$ cat config.mk
export PLATFORM = sky130hd
export DESIGN_NAME = servo_tick_task_slot_scheduler
export DESIGN_NICKNAME = d
export VERILOG_FILES = /design/src/core/sched_pkg.sv /design/src/core/motion_seq.sv /design/src/core/servo_tick_task_slot_scheduler.sv
export VERILOG_INCLUDE_DIRS = /design/src /design/src/core
export SDC_FILE = /design/constraint.sdc
export NUM_CORES = 1
export LEC_CHECK = 0
export BUFFER_PORTS_ARGS = -buffer_cell sky130_fd_sc_hd__buf_2
export CAP_MARGIN = 20
export CORE_MARGIN = 4
export CORE_UTILIZATION = 60
export CTS_CLUSTER_DIAMETER = 120
export DETAILED_ROUTE_END_ITERATION = 6
export PLACE_DENSITY = 0.82
export SYNTH_ARGS = -nofsm -noshare
export SYNTH_HDL_FRONTEND = slang
export SYNTH_SLANG_ARGS = --single-unit
$ cat constraint.sdc
create_clock -name i_core_clk -period 4.72 [get_ports i_core_clk]
set_clock_uncertainty 0.05 [all_clocks]
set_input_delay 0.944 -clock i_core_clk [delete_from_list [all_inputs] [get_ports i_core_clk]]
set_output_delay 0.944 -clock i_core_clk [all_outputs]
set_load 0.03 [all_outputs]
$ cat src/core/sched_params.svh
// Purpose: Timing and encoding constants for the tick slot scheduler
// Assumes: 20 MHz core clock
// Notes:   Included by the motion stepper and scheduler modules
`ifndef SCHED_PARAMS_SVH
`define SCHED_PARAMS_SVH
`define CLK_PERIOD_NS      50
`define TICK_TIME_NS       250000
`define TICK_CYCLES        (`TICK_TIME_NS / `CLK_PERIOD_NS)
`define SERVO_HALF_MS      1'h0
`define SERVO_FULL_MS      1'h1
`define TASK_CMDLINE       2'h0
`define TASK_LOW1          2'h1
`define TASK_HIGH2         2'h2
`define TASK_HIGH3         2'h3
`define MOTION_STEPS       7
`endif

$ cat src/core/sched_pkg.sv
// Purpose: Types shared by the scheduler modules
// Assumes: Four tasks, four routines per millisecond
// Notes:   Constants live in sched_params.svh
package sched_pkg;
  typedef enum logic [6:0] {
    ST_TRANSFER = 7'h01,
    ST_READ_IN  = 7'h02,
    ST_LOAD     = 7'h04,
    ST_PROFILE  = 7'h08,
    ST_POSITION = 7'h10,
    ST_SERVO    = 7'h20,
    ST_UPDATE   = 7'h40
  } motion_step_e;

  typedef struct packed {
    logic       valid;
    logic [1:0] task_id;
  } slot_grant_s;

  typedef struct packed {
    logic       latch_inputs;
    logic       analog_update;
    logic       digital_update;
    logic       capture_inputs;
  } io_strobe_s;
endpackage

$ cat src/core/motion_seq.sv
// Purpose: Motion sequence stepper across all axes
// Assumes: Started by a one-cycle start pulse; axes handled one per cycle
// Notes:   Steps three to six walk every axis before moving on
`include "sched_params.svh"
module motion_seq #(
  parameter int NUM_AXES = 4
) (
  input  wire logic                      i_core_clk,
  input  wire logic                      i_nrst,
  input  wire logic                      i_ce,
  input  wire logic                      i_start,
  output logic                           o_busy,
  output sched_pkg::motion_step_e        o_step,
  output logic [$clog2(NUM_AXES+1)-1:0]  o_axis,
  output logic                           o_drive_comm
);
  import sched_pkg::*;
  localparam int AW = $clog2(NUM_AXES + 1);

  typedef struct packed {
    logic         busy;
    motion_step_e step;
    logic [AW-1:0] axis;
    logic         comm;
  } mseq_state_s;

  mseq_state_s st;
  mseq_state_s next_st;

  // Per-axis steps hold until the last axis is done
  function automatic logic per_axis(input motion_step_e s);
    per_axis = (s == ST_LOAD) || (s == ST_PROFILE) || (s == ST_POSITION) || (s == ST_SERVO);
  endfunction

  // Step sequencing
  always_comb
  begin
    next_st = st;
    next_st.comm = 1'b0;
    if (!st.busy)
    begin
      if (i_start)
      begin
        next_st.busy = 1'b1;
        next_st.step = ST_TRANSFER;
        next_st.axis = '0;
      end
    end
    else if (per_axis(st.step) && (st.axis != AW'(NUM_AXES - 1)))
    begin
      next_st.axis = st.axis + AW'(1);
    end
    else
    begin
      next_st.axis = '0;
      unique case (st.step)
        ST_TRANSFER: next_st.step = ST_READ_IN;
        ST_READ_IN:  next_st.step = ST_LOAD;
        ST_LOAD:     next_st.step = ST_PROFILE;
        ST_PROFILE:  next_st.step = ST_POSITION;
        ST_POSITION: next_st.step = ST_SERVO;
        ST_SERVO:    next_st.step = ST_UPDATE;
        ST_UPDATE:   next_st.busy = 1'b0;
        default:     next_st.busy = 1'b0;
      endcase
    end
    // Drive exchange rides with axis 0 servo step
    if (next_st.busy && next_st.step == ST_SERVO && next_st.axis == '0)
      next_st.comm = 1'b1;
  end

  // State register
  always_ff @(posedge i_core_clk)
  begin
    if (!i_nrst)
      st <= '{busy: 1'b0, step: ST_TRANSFER, axis: '0, comm: 1'b0};
    else if (i_ce)
      st <= next_st;
  end

  assign o_busy       = st.busy;
  assign o_step       = st.step;
  assign o_axis       = st.axis;
  assign o_drive_comm = st.comm;

  // Checks
  comm_axis0_a: assert property (@(posedge i_core_clk) disable iff (!i_nrst)
    st.comm |-> (st.step == ST_SERVO && st.axis == '0))
    else $error("drive exchange outside axis 0 servo step");
  step_order_a: assert property (@(posedge i_core_clk) disable iff (!i_nrst)
    (i_ce && st.busy && st.step == ST_TRANSFER) |=> st.step == ST_READ_IN)
    else $error("motion step order broken");
  axis_walk_a: assert property (@(posedge i_core_clk) disable iff (!i_nrst)
    (i_ce && st.busy && st.step == ST_LOAD && st.axis != AW'(NUM_AXES-1))
      |=> (st.step == ST_LOAD && st.axis == $past(st.axis) + AW'(1)))
    else $error("axis walk skipped");
endmodule

$ cat src/core/servo_tick_task_slot_scheduler.sv
// Purpose: 250 us tick scheduler: routines, I/O refresh, task slots
// Assumes: 20 MHz core clock; task run flags come from program control
// Notes:   No I/O reaction besides registration; programs act on images
`include "sched_params.svh"
module servo_tick_task_slot_scheduler #(
  parameter int IN_W      = 8,
  parameter int OUT_W     = 8,
  parameter int NUM_AXES  = 4,
  parameter int TICK_CYC  = `TICK_CYCLES
) (
  input  wire logic                   i_core_clk,
  input  wire logic                   i_nrst,
  input  wire logic                   i_ce,
  input  wire logic                   i_servo_period_sel,
  input  wire logic [IN_W-1:0]        i_dig_in,
  input  wire logic [OUT_W-1:0]       i_output_image_variable,
  input  wire logic                   i_run_req,
  input  wire logic                   i_run_explicit,
  input  wire logic [1:0]             i_run_task,
  input  wire logic                   i_stop_req,
  input  wire logic [1:0]             i_stop_task,
  input  wire logic                   i_halt_req,
  output logic                        o_tick,
  output logic [1:0]                  o_routine,
  output logic                        o_motion_start,
  output logic                        o_serial_run,
  output logic                        o_led_update,
  output logic                        o_comms_run,
  output sched_pkg::slot_grant_s      o_slot,
  output sched_pkg::io_strobe_s       o_io,
  output logic [IN_W-1:0]             o_input_variable,
  output logic [OUT_W-1:0]            o_dig_out,
  output logic                        o_analog_update,
  output logic [3:0]                  o_task_running,
  output logic                        o_run_reject,
  output logic                        o_motion_busy,
  output sched_pkg::motion_step_e     o_motion_step,
  output logic [$clog2(NUM_AXES+1)-1:0] o_motion_axis,
  output logic                        o_drive_comm
);
  import sched_pkg::*;
  localparam int TW = $clog2(TICK_CYC);

  typedef struct packed {
    logic [TW-1:0]    tick_cnt;
    logic             tick;
    logic [1:0]       routine;
    logic             period;
    logic [IN_W-1:0]  sync1;
    logic [IN_W-1:0]  sync2;
    logic [IN_W-1:0]  sync3;
    logic [IN_W-1:0]  captured;
    logic [IN_W-1:0]  in_var;
    logic [OUT_W-1:0] dig_out;
    logic [2:0]       io_phase;
    io_strobe_s       io;
    logic             analog;
    logic             motion_start;
    logic             serial;
    logic             led;
    logic             comms;
    slot_grant_s      slot;
    logic [3:0]       running;
    logic             rr_ptr;
    logic             reject;
  } sched_state_s;

  sched_state_s st;
  sched_state_s next_st;
  logic         ms_busy;
  logic         ms_comm;
  logic [3:0]   hi_run;
  logic [3:0]   lo_run;

  // Highest free task number, for run without explicit task
  function automatic logic [2:0] pick_free(input logic [3:0] run);
    pick_free = 3'h4;
    for (int t = 0; t < 4; t++)
      if (!run[t])
        pick_free = {1'b0, 2'(t)};
  endfunction

  // Pick one of two tasks, preferring the first when both run
  function automatic slot_grant_s pick2(input logic a_on, input logic [1:0] a,
                                        input logic b_on, input logic [1:0] b);
    pick2.valid   = a_on | b_on;
    pick2.task_id = a_on ? a : b;
  endfunction

  assign hi_run = {st.running[3], st.running[2], 2'h0};
  assign lo_run = {2'h0, st.running[1], st.running[0]};

  // ------------------------------------------------------------
  // Next-state logic
  // ------------------------------------------------------------
  always_comb
  begin
    logic [2:0] freet;
    freet   = pick_free(st.running);
    next_st = st;
    next_st.tick         = 1'b0;
    next_st.motion_start = 1'b0;
    next_st.serial       = 1'b0;
    next_st.led          = 1'b0;
    next_st.comms        = 1'b0;
    next_st.analog       = 1'b0;
    next_st.io           = '0;
    next_st.slot         = '0;
    next_st.reject       = 1'b0;

    // Pin inputs through three stages; value moves once the last two stages agree
    next_st.sync1 = i_dig_in;
    next_st.sync2 = st.sync1;
    next_st.sync3 = st.sync2;

    // Fixed 250 us tick
    if (st.tick_cnt == TW'(TICK_CYC - 1))
    begin
      next_st.tick_cnt = '0;
      next_st.tick     = 1'b1;
    end
    else
      next_st.tick_cnt = st.tick_cnt + TW'(1);

    // Routine dispatch on each tick
    if (st.tick)
    begin
      next_st.routine = st.routine + 2'h1;
      unique case (st.routine)
        2'h0:
        begin
          // Routine 1: motion then low slot; period latched per millisecond
          next_st.period       = i_servo_period_sel;
          next_st.motion_start = 1'b1;
          if (|lo_run)
          begin
            next_st.slot = pick2(st.rr_ptr ? lo_run[1] : lo_run[0], {1'b0, st.rr_ptr},
                                 st.rr_ptr ? lo_run[0] : lo_run[1], {1'b0, ~st.rr_ptr});
            next_st.rr_ptr = ~st.rr_ptr;
          end
          else
            next_st.slot = pick2(hi_run[3], `TASK_HIGH3, hi_run[2], `TASK_HIGH2);
        end
        2'h1:
        begin
          next_st.serial = 1'b1;
          if (|hi_run)
            next_st.slot = pick2(hi_run[3], `TASK_HIGH3, hi_run[2], `TASK_HIGH2);
          else
            next_st.slot = pick2(lo_run[0], `TASK_CMDLINE, lo_run[1], `TASK_LOW1);
        end
        2'h2:
        begin
          next_st.led          = 1'b1;
          next_st.motion_start = (st.period == `SERVO_HALF_MS);
          if (|hi_run)
            next_st.slot = pick2(hi_run[2], `TASK_HIGH2, hi_run[3], `TASK_HIGH3);
          else
            next_st.slot = pick2(lo_run[1], `TASK_LOW1, lo_run[0], `TASK_CMDLINE);
        end
        2'h3: next_st.comms = 1'b1;
      endcase
    end

    // I/O refresh sequence at each servo cycle start
    if (next_st.motion_start)
      next_st.io_phase = 3'h1;
    else if (st.io_phase != 3'h0)
      next_st.io_phase = (st.io_phase == 3'h4) ? 3'h0 : st.io_phase + 3'h1;
    unique case (st.io_phase)
      3'h1:
      begin
        next_st.io.latch_inputs = 1'b1;
        next_st.in_var = st.captured;
      end
      3'h2:
      begin
        next_st.io.analog_update = 1'b1;
        next_st.analog = 1'b1;
      end
      3'h3:
      begin
        next_st.io.digital_update = 1'b1;
        next_st.dig_out = i_output_image_variable;
      end
      3'h4:
      begin
        next_st.io.capture_inputs = 1'b1;
        if (st.sync2 == st.sync3)
          next_st.captured = st.sync3;
      end
      default: ;
    endcase

    // Program control: halt wins; else stop applies, then run, so run wins when both name one task
    if (i_halt_req)
      next_st.running = 4'h0;
    else
    begin
      if (i_stop_req)
        next_st.running[i_stop_task] = 1'b0;
      if (i_run_req)
      begin
        if (i_run_explicit)
          next_st.running[i_run_task] = 1'b1;
        else if (!freet[2])
          next_st.running[freet[1:0]] = 1'b1;
        else
          next_st.reject = 1'b1;
      end
    end
  end

  // ------------------------------------------------------------
  // State register
  // ------------------------------------------------------------
  always_ff @(posedge i_core_clk)
  begin
    if (!i_nrst)
      st <= '0;
    else if (i_ce)
      st <= next_st;
  end

  // Motion sequence stepper
  motion_seq #(
    .NUM_AXES (NUM_AXES)
  ) motion_seq_i (
    .i_core_clk   (i_core_clk),
    .i_nrst       (i_nrst),
    .i_ce         (i_ce),
    .i_start      (st.motion_start),
    .o_busy       (ms_busy),
    .o_step       (o_motion_step),
    .o_axis       (o_motion_axis),
    .o_drive_comm (ms_comm)
  );

  // Outputs from flip-flops
  assign o_tick           = st.tick;
  assign o_routine        = st.routine;
  assign o_motion_start   = st.motion_start;
  assign o_serial_run     = st.serial;
  assign o_led_update     = st.led;
  assign o_comms_run      = st.comms;
  assign o_slot           = st.slot;
  assign o_io             = st.io;
  assign o_input_variable = st.in_var;
  assign o_dig_out        = st.dig_out;
  assign o_analog_update  = st.analog;
  assign o_task_running   = st.running;
  assign o_run_reject     = st.reject;
  assign o_motion_busy    = ms_busy;
  assign o_drive_comm     = ms_comm;

  // ------------------------------------------------------------
  // Checks
  // ------------------------------------------------------------
  tick_spacing_a: assert property (@(posedge i_core_clk) disable iff (!i_nrst)
    (i_ce && st.tick_cnt == TW'(TICK_CYC - 1)) |=> (st.tick && st.tick_cnt == '0))
    else $error("tick spacing broken");
  routine_step_a: assert property (@(posedge i_core_clk) disable iff (!i_nrst)
    (i_ce && st.tick) |=> st.routine == $past(st.routine) + 2'h1)
    else $error("routine counter did not advance");
  full_ms_motion_a: assert property (@(posedge i_core_clk) disable iff (!i_nrst)
    (i_ce && st.tick && st.routine == 2'h2 && st.period == `SERVO_FULL_MS) |=> !st.motion_start)
    else $error("motion ran in routine three at 1 ms period");
  high_slot_a: assert property (@(posedge i_core_clk) disable iff (!i_nrst)
    (i_ce && st.tick && st.routine == 2'h1 && (|hi_run) && !i_halt_req)
      |=> (st.slot.valid && st.slot.task_id[1]))
    else $error("high slot not given to high task");
  low_slot_a: assert property (@(posedge i_core_clk) disable iff (!i_nrst)
    (i_ce && st.tick && st.routine == 2'h0 && (|lo_run)) |=> !st.slot.task_id[1])
    else $error("low slot given to high task");
  halt_all_a: assert property (@(posedge i_core_clk) disable iff (!i_nrst)
    (i_ce && i_halt_req) |=> st.running == 4'h0)
    else $error("halt left a task running");
  io_order_a: assert property (@(posedge i_core_clk) disable iff (!i_nrst)
    (i_ce && st.io.latch_inputs) ##1 i_ce |-> st.io.analog_update)
    else $error("I/O refresh out of order");
  in_latency_a: assert property (@(posedge i_core_clk) disable iff (!i_nrst)
    (i_ce && st.io_phase == 3'h1) |=> st.in_var == $past(st.captured))
    else $error("input variable not previous snapshot");
  two_high_c: cover property (@(posedge i_core_clk) st.running[3] && st.running[2] && st.tick);
  half_ms_c:  cover property (@(posedge i_core_clk) st.period == `SERVO_HALF_MS && st.motion_start);
  reject_c:   cover property (@(posedge i_core_clk) st.reject);
endmodule

==> results.md, run 1 <==
- The flow ran to the end, and the final reports show no timing, DRC or antenna violations.
- The first routing iteration left roughly 180 violations.
- The total setup buffers inserted after CTS is 0.
- At the pin with the least slew margin, the transition time is around 0.74 ns.
- Counting the fill cells in the layout gives 627.
- The initial standard-cell utilization of the core is about 62%.
- Setup repair after global routing left no endpoint under its margin.
- Summed over all instances, the cell type with the most area after synthesis is dfxtp_1.
- The final sum of negative setup slack is 0 ns.
- Entering global routing, the biggest net connects 53 pins.
- The remaining routing DRC violations is 0.
- The detail-routed net length per standard cell is ~14 µm.
- The HPWL reported at the end of detailed placement is ~6600 µm.
- The I/O pin total is 76.
- After synthesis, the netlist uses 56 different library cells.
- The top cell type by area accounts for 40.7% of the synthesized area.
- The period utilization is 52.6%.
- The final global-route overflow total is 0.
- The first detailed-routing pass took 4 iterations.
- Data on the critical path is required at its endpoint by between 4 and 5 ns.
- After detailed placement, the design holds a cell count of 642.
- For this run, the number of standard cells in the final layout without fillers is 658.
- The total global-route track usage is ~20%.
- The hold buffer count at cts is 0.
- In this run the deepest clock path goes through 2 buffers.
- TritonCTS built the clock tree.
- The most numerous cell type found on the critical path is nor2_1.
- The clock root buffer is clkbuf_8.
- For this design the static power due to leakage is approximately 0.0021 µW.
- The register bit total from synthesis is slightly below 100.
- Along the worst path, the maximum fanout reaches between 40 and 50.
- The clock input transition at the sequential cells of the worst setup and hold paths is roughly 0.10 ns.
- The number of pins exceeding their max-slew limit in the final report is 0.
- The total die area is 0.00944 mm².
- The sequential share of the synthesized area is approximately two fifths.
- Counting every instance in the synthesized netlist gives approximately 520.
- The type of element launching the critical path is an input pin.
- Setup violations remaining at the end of the flow were counted as 0.
- The count of buffers added on input and output ports is 75.
- In the post-synthesis netlist, the biggest area contributors are dfxtp_1 41%, mux2i_1 8.2%, nor2b_1 6.7%.
- 0 antenna diodes ended up in the layout.
- Among all flip-flop cells after synthesis, the most frequent one is dfxtp_1.
- The number of warning messages in the yosys log is 0.
- The arrival time at the worst endpoint is around 2.7 ns.
- The relative max-transition margin is 50.5%.
- Power spread over the standard cell area amounts to between 200 and 300 mW/mm².
- After detailed routing, the total wire length is roughly 9300 µm.
- The clock period could shrink to 2.48 ns.
- Across the run, the number of max-cap violations was 0.
- A synthesized cell averages between 9 and 10 µm².
- The class of the tightest hold or removal check is flop to flop.
- The net count of the finished layout is 592.
- The number of nets produced by synthesis is 560.
- The total standard cell area after synthesis is 0.00477 mm².
- Derived from the worst setup path, the maximum achievable clock frequency is ~0.40 GHz.
- The count of final hold-check violations is 0.
- The clock net sink count is a little under 100.
- The detailed router placed around 3600 vias in this run.
- The area growth from synthesis to layout is 7.13%.
- The core region is ~0.0077 mm².
- The worst-case IR drop observed on VDD is 169 µV.
- The clock insertion delay at the later pin of the skew report is ~0.36 ns.
- The kind of end point of the critical path is a flop.
- The global placement routability congestion is around 0.85.
- Yosys mapped a number of flops with a built-in enable equal to 0.
- The initial antenna violation count is 0.
- By startpoint and endpoint, the worst setup path is classified as input pin to flop.
- The number of global-route vias before repair is between 3000 and 4000.
- The floorplan has 32 rows.
- The slowest stage of the critical path is the buf_4 cell.
- The die span in y is between 90 and 100 µm.
- The post-cts repair resize count is 0.
- Walking the worst path, the cells encountered are buf_2 -> buf_4 -> nand4_1 -> nor2_1 -> nand3_1 -> xor2_1 -> nor2_1.
- The fraction of layout instances using a drive strength above 1 is 18.5%.
- The H-tree generated during clock tree synthesis spans 3 levels.
- The stage delay of the slowest cell on the critical path is between 0.5 and 0.6 ns.
- TritonCTS created 9 clock buffers.
- The post-detailed-route via-to-cell ratio is about 5.5.
- The first global-routing pass estimated 15900 µm of wire.
- The share of flip-flops with an asynchronous set or reset is 0%.
- The die boundary width is approximately 97 µm.
- The count of nets left with antenna violations once routing finished came out at 0.
[power breakdown]
| group | leakage (µW) | switching [µW] | internal, µW | total (µW) |
|---|---|---|---|---|
| sequential | 0.000784 | 8.63 | 828 | 836 |
| clock | 0.0000929 | 285 | 247 | 532 |
| combinational | 0.00121 | 42.8 | 37.7 | 80.5 |
[state kept, by name, summed over array words and instances, names as in the netlist, 2 cells and up]
name and count:
motion_seq_i.o_axis 3, motion_seq_i.o_step 7, o_dig_out 8, o_input_variable 8, o_slot 3, next_st 16
st 34, o_routine 2, o_task_running 4, o_io 3
[cell families (layout without fill, tap and decap cells)]
logic type               after synthesis  count (layout)  share of synthesized area [%]
multiplexers                          40              40                           8.42
AO/OA/AOI/OAI                         79              79                           12.3
buffers and inverters                 67             104                           8.68
AND/OR/NAND/NOR                      200             200                           22.2
flip-flops                            97              97                           40.7
XOR/XNOR                              23              23                           4.22
adder cells (fa/ha/maj)               13              13                           3.41
[critical path: cells and delay by family]
family        cells  cell delay (ns)
xor+xnor          1             0.18
buf+inv           2             0.78
simple gates      4             0.74
[synth_stat cells, types with 3 or more instances]
cell and number:
a21boi_0 31, a21oi_1 3, a22oi_1 8, and2_1 3
buf_2 5, buf_4 29, buf_6 5, clkbuf_1 15
dfxtp_1 97, ha_1 13, inv_1 11, mux2i_1 39
nand2_1 51, nand3_1 28, nand3b_1 3, nand4_1 7
nor2_1 27, nor2b_1 51, nor3_1 8, nor3b_1 4
nor4b_1 3, o21ai_0 13, xnor2_1 13, xor2_1 10
[path summary, 6_finish.rpt]
path / from / endpoint / slack, ns / cells after the start
setup / recovery: i_ce / st[82] / 2.24 / 7
hold / removal: o_input_variable[1] / o_input_variable[1] / 0.42 / 2
hold reg to reg: o_input_variable[1] / o_input_variable[1] / 0.42 / 2
setup reg to reg: st[18] / st[39] / 2.67 / 6
[per-stage QoR]
stage               util (%)  setup slack, ns  total power, µW  area (µm²)  hold WS, ns
floorplan                  -             2.68              911        4770        0.394
global placement        63.6             1.98              932        4920        0.400
detailed placement      63.6             1.88              936        4920        0.406
CTS                     66.2             2.26             1470        5110        0.420
global route            66.2             2.05             1510        5110        0.438
finish                  66.2             2.24             1450        5110        0.417
[placed cells by master, fill, tap and decap left out, types with 3 or more instances in the layout]
cell type	n
a21boi_0	31
a21oi_1	3
a22oi_1	8
and2_1	3
buf_2	75
clkbuf_8	9
dfxtp_1	97
ha_1	13
inv_1	11
mux2i_1	39
nand2_1	51
nand3_1	28
nand3b_1	3
nand4_1	7
nor2_1	27
nor2b_1	51
nor3_1	8
nor3b_1	4
nor4b_1	3
o21ai_0	13
xnor2_1	13
xor2_1	10
[cell type report]
class | instances | area [µm²] | share of cell area [%]
clock buffer | 10 | 128 | 2.50
clock inverter | 6 | 67.6 | 1.32
inverter | 11 | 41.3 | 0.808
sequential | 97 | 1940 | 38.0
timing repair buffer | 77 | 390 | 7.64
tap | 102 | 128 | 2.50
multi-input combinational | 355 | 2420 | 47.3
[layer usage]
layer	wire length, µm	GRT usage, %	up-vias
met1	4220	24.8	1677
met2	4390	33.2	105
met5	0	0	-
met4	102	5.83	0
li1	-	-	1820
met3	588	5.74	9
No activity file was read; power rests on OpenSTA's default activity.
==> run 2: changes to the inputs <==
ABC_AREA = 1   (was not set)
CORE_UTILIZATION = 56   (was 60)
PLACE_DENSITY = 0.77   (was 0.82)
clock period = 2.6 ns   (was 4.72 ns; I/O delays follow)
==> results.md, run 2 <==
- TritonCTS built the clock tree.
- The overall power consumption is around 2900 µW.
- After detailed routing, the total wire length is 9490 µm.
- The congestion estimate from routability-driven global placement came to 0.900.
- For the finished layout, the period the worst path requires is roughly 2.1 ns.
- The count of mapped cells out of synthesis is around 640.
- The maximum vdd ir drop is roughly 310 µV.
- The initialized floorplan defines 33 standard-cell rows.
- The number of cells on the worst hold path is 3.
- Each instance of the synthesized netlist takes up on average about 7.3 µm².
- For this run, the detailed router's first-pass iteration total came to 4.
- The period utilization is 80.1%.
- The count of nets left with antenna violations once routing finished came out at 0.
- Setup repair after global routing left no endpoint under its margin.
- The maximum clock rate is 0.480 GHz.
- The type of element launching the critical path is a flop.
- The number of port buffers is 75.
- The hold buffer count at cts is 0.
- The worst register-to-register path begins at st[18].
- The largest register by flop count is st.
- The relative max-transition margin is 60.4%.
- The register bit total from synthesis is 97.
- In the synthesized netlist the async set-or-reset flop fraction comes to 0%.
- Max-cap violations in this run came to 0.
- In this run the horizontal extent of the chip is a little under 100 µm.
- The unique cell type count in the Yosys netlist is 40.
- Entering global routing, the biggest net connects 52 pins.
- In this run the most used layer during global routing was met2.
- For this run, the number of Yosys warnings is 0.
- The class of the tightest hold or removal check is input pin to flop.
- The standard cell with the maximum stage delay on the critical path is nor3b_4.
- In the synthesized netlist the dominant register cell turns out to be dfxtp_1.
- The kind of end point of the critical path is a flop.
- The synthesis-to-finish area growth is 9.39%.
- Of the total power, the share spent switching nets is between 20% and 30%.
- The count of final hold-check violations is 0.
- After routing, the total negative slack on setup checks comes to 0 ns.
- For this run, global-route usage on met2 was measured as around 34%.
- After synthesis, the cell types taking the most area are dfxtp_1 42%, nor2_1 8.0%, o21ai_0 7.4%.
- Counting both buffers and inverters, the worst setup path holds a total of 2.
- The sink of the worst hold path is next_st[54].
- The required time of the worst setup path is 2.83 ns.
- The startpoint identified for the worst hold timing path is i_dig_in[1].
- In this run the static leakage power is ~0.0022 µW.
- CTS built an H-tree with a depth of 3.
- Gates resized during post-CTS repair numbered 0.
- The number of global-route vias before repair is approximately 3800.
- Across all register-to-register paths, the minimum setup slack is just over 0.5 ns.
- Clock latency on the worst-skew pair, taken at its later pin, is 0.35 ns.
- Counting every net in the synthesized netlist gives about 680.
- The power per standard cell area is between 500 and 600 mW/mm².
- The flip-flop count of the largest register after layout is 34.
- The top cell types in the final layout, fill and taps aside, are 99 x nor2_1, 97 x dfxtp_1, 86 x nand2_1, 75 x buf_2, 69 x o21ai_0.
- The signal on the critical path passes through inv_1 -> ha_1 -> nand2_2 -> clkinv_2 -> nand2_2 -> nor4_2 -> nor3b_4 -> nor2_1 -> a211oi_2.
- In the global route stage, met3 resource usage came out at under 10%.
- Global routing used 19.9% of the available tracks.
- The stage delay of the slowest cell on the critical path is about 0.56 ns.
- The clock net sink count is 97.
- The total die area is about 0.01 mm².
- After filler insertion, the fill cell instance count of the layout stands at just under 800.
- Measured along the y axis, the die boundary spans roughly 100 µm.
- In the global route stage, met1 resource usage came out at between 20% and 30%.
- In this run the power spent charging and discharging nets is a little under 800 µW.
- The count of routing violations after the opening detailed-route iteration is 190.
- The initial utilization of the core area, before any placement, comes to between 50% and 60%.
- After clock tree synthesis, the setup repair step added 0 buffers.
- After detailed routing, the number of remaining DRC violations is 0.
- The total setup violations reported at the end of the flow is 0.
- The fraction of layout instances using a drive strength above 1 is 19.8%.
- The endpoint identified for the worst register-to-register timing path is st[44].
- In the final routed layout, each cell accounts on average for ~12 µm.
- The number of CTS-inserted buffers is 9.
- The count of vias placed by the detailed router is about 4000.
- The total standard cell area after synthesis is around 0.0047 mm².
- The synthesized design spends more area on one cell type than any other, namely dfxtp_1.
- The number of flops mapped to enable cells by yosys is 0.
- For this run, the post-layout net count is roughly 720.
- The clock input transition at the sequential cells of the worst setup and hold paths is 0.10 ns.
- The share of total power in the clock network is between 30% and 40%.
- The tree is rooted in a clkbuf_8.
- The final global-route overflow total is 0.
- The cell-internal power is roughly 2100 µW.
- Sorting the synthesized cells by how often they occur yields 99 x nor2_1, 97 x dfxtp_1, 86 x nand2_1, 69 x o21ai_0, 62 x a21oi_1.
- The flow ran to the end, and the final reports show no timing, DRC or antenna violations.
- The most common cell in the synthesized netlist is nor2_1.
- The initial antenna violation count was 0.
- In this run the standard cell core region covers 0.00818 mm².
- The number of cell instances on the worst register-to-register path is 9.
- Summed over all nets, the half-perimeter wirelength after detailed placement is around 7000 µm.
- The commonest non-fill, non-tap cell in the layout is nor2_1.
- The wire length of the first global-routing pass is between 15000 and 20000 µm.
- The I/O pin total is 76.
- On the critical path the largest part of the delay comes from simple AND/OR/NAND/NOR gates.
- The share of total power in combinational logic is around a tenth.
- The share of total power dissipated in sequential elements is 54.1%.
- At the pin with the least slew margin, the transition time is roughly 0.59 ns.
- The repair_antennas step left the layout with diodes totalling 0.
- Dividing the detail-routed via count by the number of cells gives 5.10.
- The number of pins exceeding their max-slew limit in the final report came to 0.
- The most numerous cell type found on the critical path is nand2_2.
- After synthesis, flip-flops and latches occupy between 40% and 50% of the total area.
- The type of the worst setup path is flop to flop.
- The area fraction of the dominant cell type after synthesis is a little over two fifths.
- Data on the critical path arrives at its endpoint at approximately 2.3 ns.
- Of all nets on the critical path, the largest fanout is 16.
- The maximum buffer depth of the clock tree is 2.
[run 2: cell count changes after synthesis, sizes merged, moves of 8 or more]
| cell | before | now |
|---|---|---|
| nor2 | 28 | 111 |
| a21oi | 3 | 63 |
| o21ai | 13 | 72 |
| inv | 11 | 63 |
| nor2b | 51 | 0 |
| nand2 | 51 | 94 |
| mux2i | 39 | 0 |
| a21boi | 32 | 0 |
| a211oi | 1 | 10 |
| xnor2 | 13 | 4 |
| buf | 40 | 32 |
| xor2 | 10 | 2 |
[run 2: worst min-delay path: stages]
cell and delay [ns]:
buf_2 0.07, nor2_1 0.03, nor2_1 0.08
[run 2: power groups by stage]
stage          logic [µW]  clock network [µW]  registers [µW]
2_1_floorplan         194                   0            1610
3_3_place_gp          281                   0            1590
3_5_place_dp          288                   0            1600
4_1_cts               290                1050            1560
5_1_grt               328                1100            1570
6_report              288                1040            1560
[run 2: cell type report]
cell class / count / area (µm²) / area share [%]
sequential: 97 / 1940 / 38.1
inverter: 66 / 249 / 4.88
multi-input combinational: 422 / 2150 / 42.2
clock buffer: 10 / 138 / 2.70
clock inverter: 6 / 75.1 / 1.47
tap: 105 / 131 / 2.58
timing repair buffer: 80 / 413 / 8.09
[run 2: logic make-up (layout without fill, tap and decap cells)]
kind of cell    Yosys count  in the layout  share of synthesized area, %
simple gates            251            251                          24.0
compound gates          152            152                          17.6
buf+inv                 118            162                          12.2
flops                    97             97                          41.6
fa+ha+maj                13             13                          3.49
xor+xnor                  6              6                          1.13
[run 2: metal layers]
| metal | wire, µm | vias up | share of wire (%) |
|---|---|---|---|
| li1 | - | 2127 | - |
| met1 | 4350 | 1780 | 46 |
| met2 | 4550 | 90 | 48 |
| met3 | 434 | 11 | 4.6 |
| met4 | 151 | 0 | 1.6 |
| met5 | 0 | - | 0 |
[run 2: how the worst max path moves through the flow]
stage / start / end / slack, ns / depth (start not counted)
after floorplan: motion_seq_i.o_step[5] / motion_seq_i.o_drive_comm / 0.83 / 12
after global placement: i_ce / st[44] / 0.59 / 6
after detailed placement: i_ce / o_input_variable[0] / 0.48 / 5
after CTS: st[18] / st[44] / 0.50 / 9
after global routing: st[18] / st[44] / 0.28 / 9
final: st[18] / st[44] / 0.52 / 9
[run 2: metrics by stage]
step | area (µm²) | util [%] | hold WS [ns] | std cells | setup WS (ns)
after floorplan | 4660 | - | 0.374 | 637 | 0.829
after global placement | 4890 | 59.8 | 0.387 | 770 | 0.591
after detailed placement | 4890 | 59.8 | 0.384 | 770 | 0.476
after CTS | 5100 | 62.4 | 0.331 | 786 | 0.497
after global routing | 5100 | 62.4 | 0.334 | 786 | 0.280
final | 5100 | 62.4 | 0.333 | 786 | 0.518
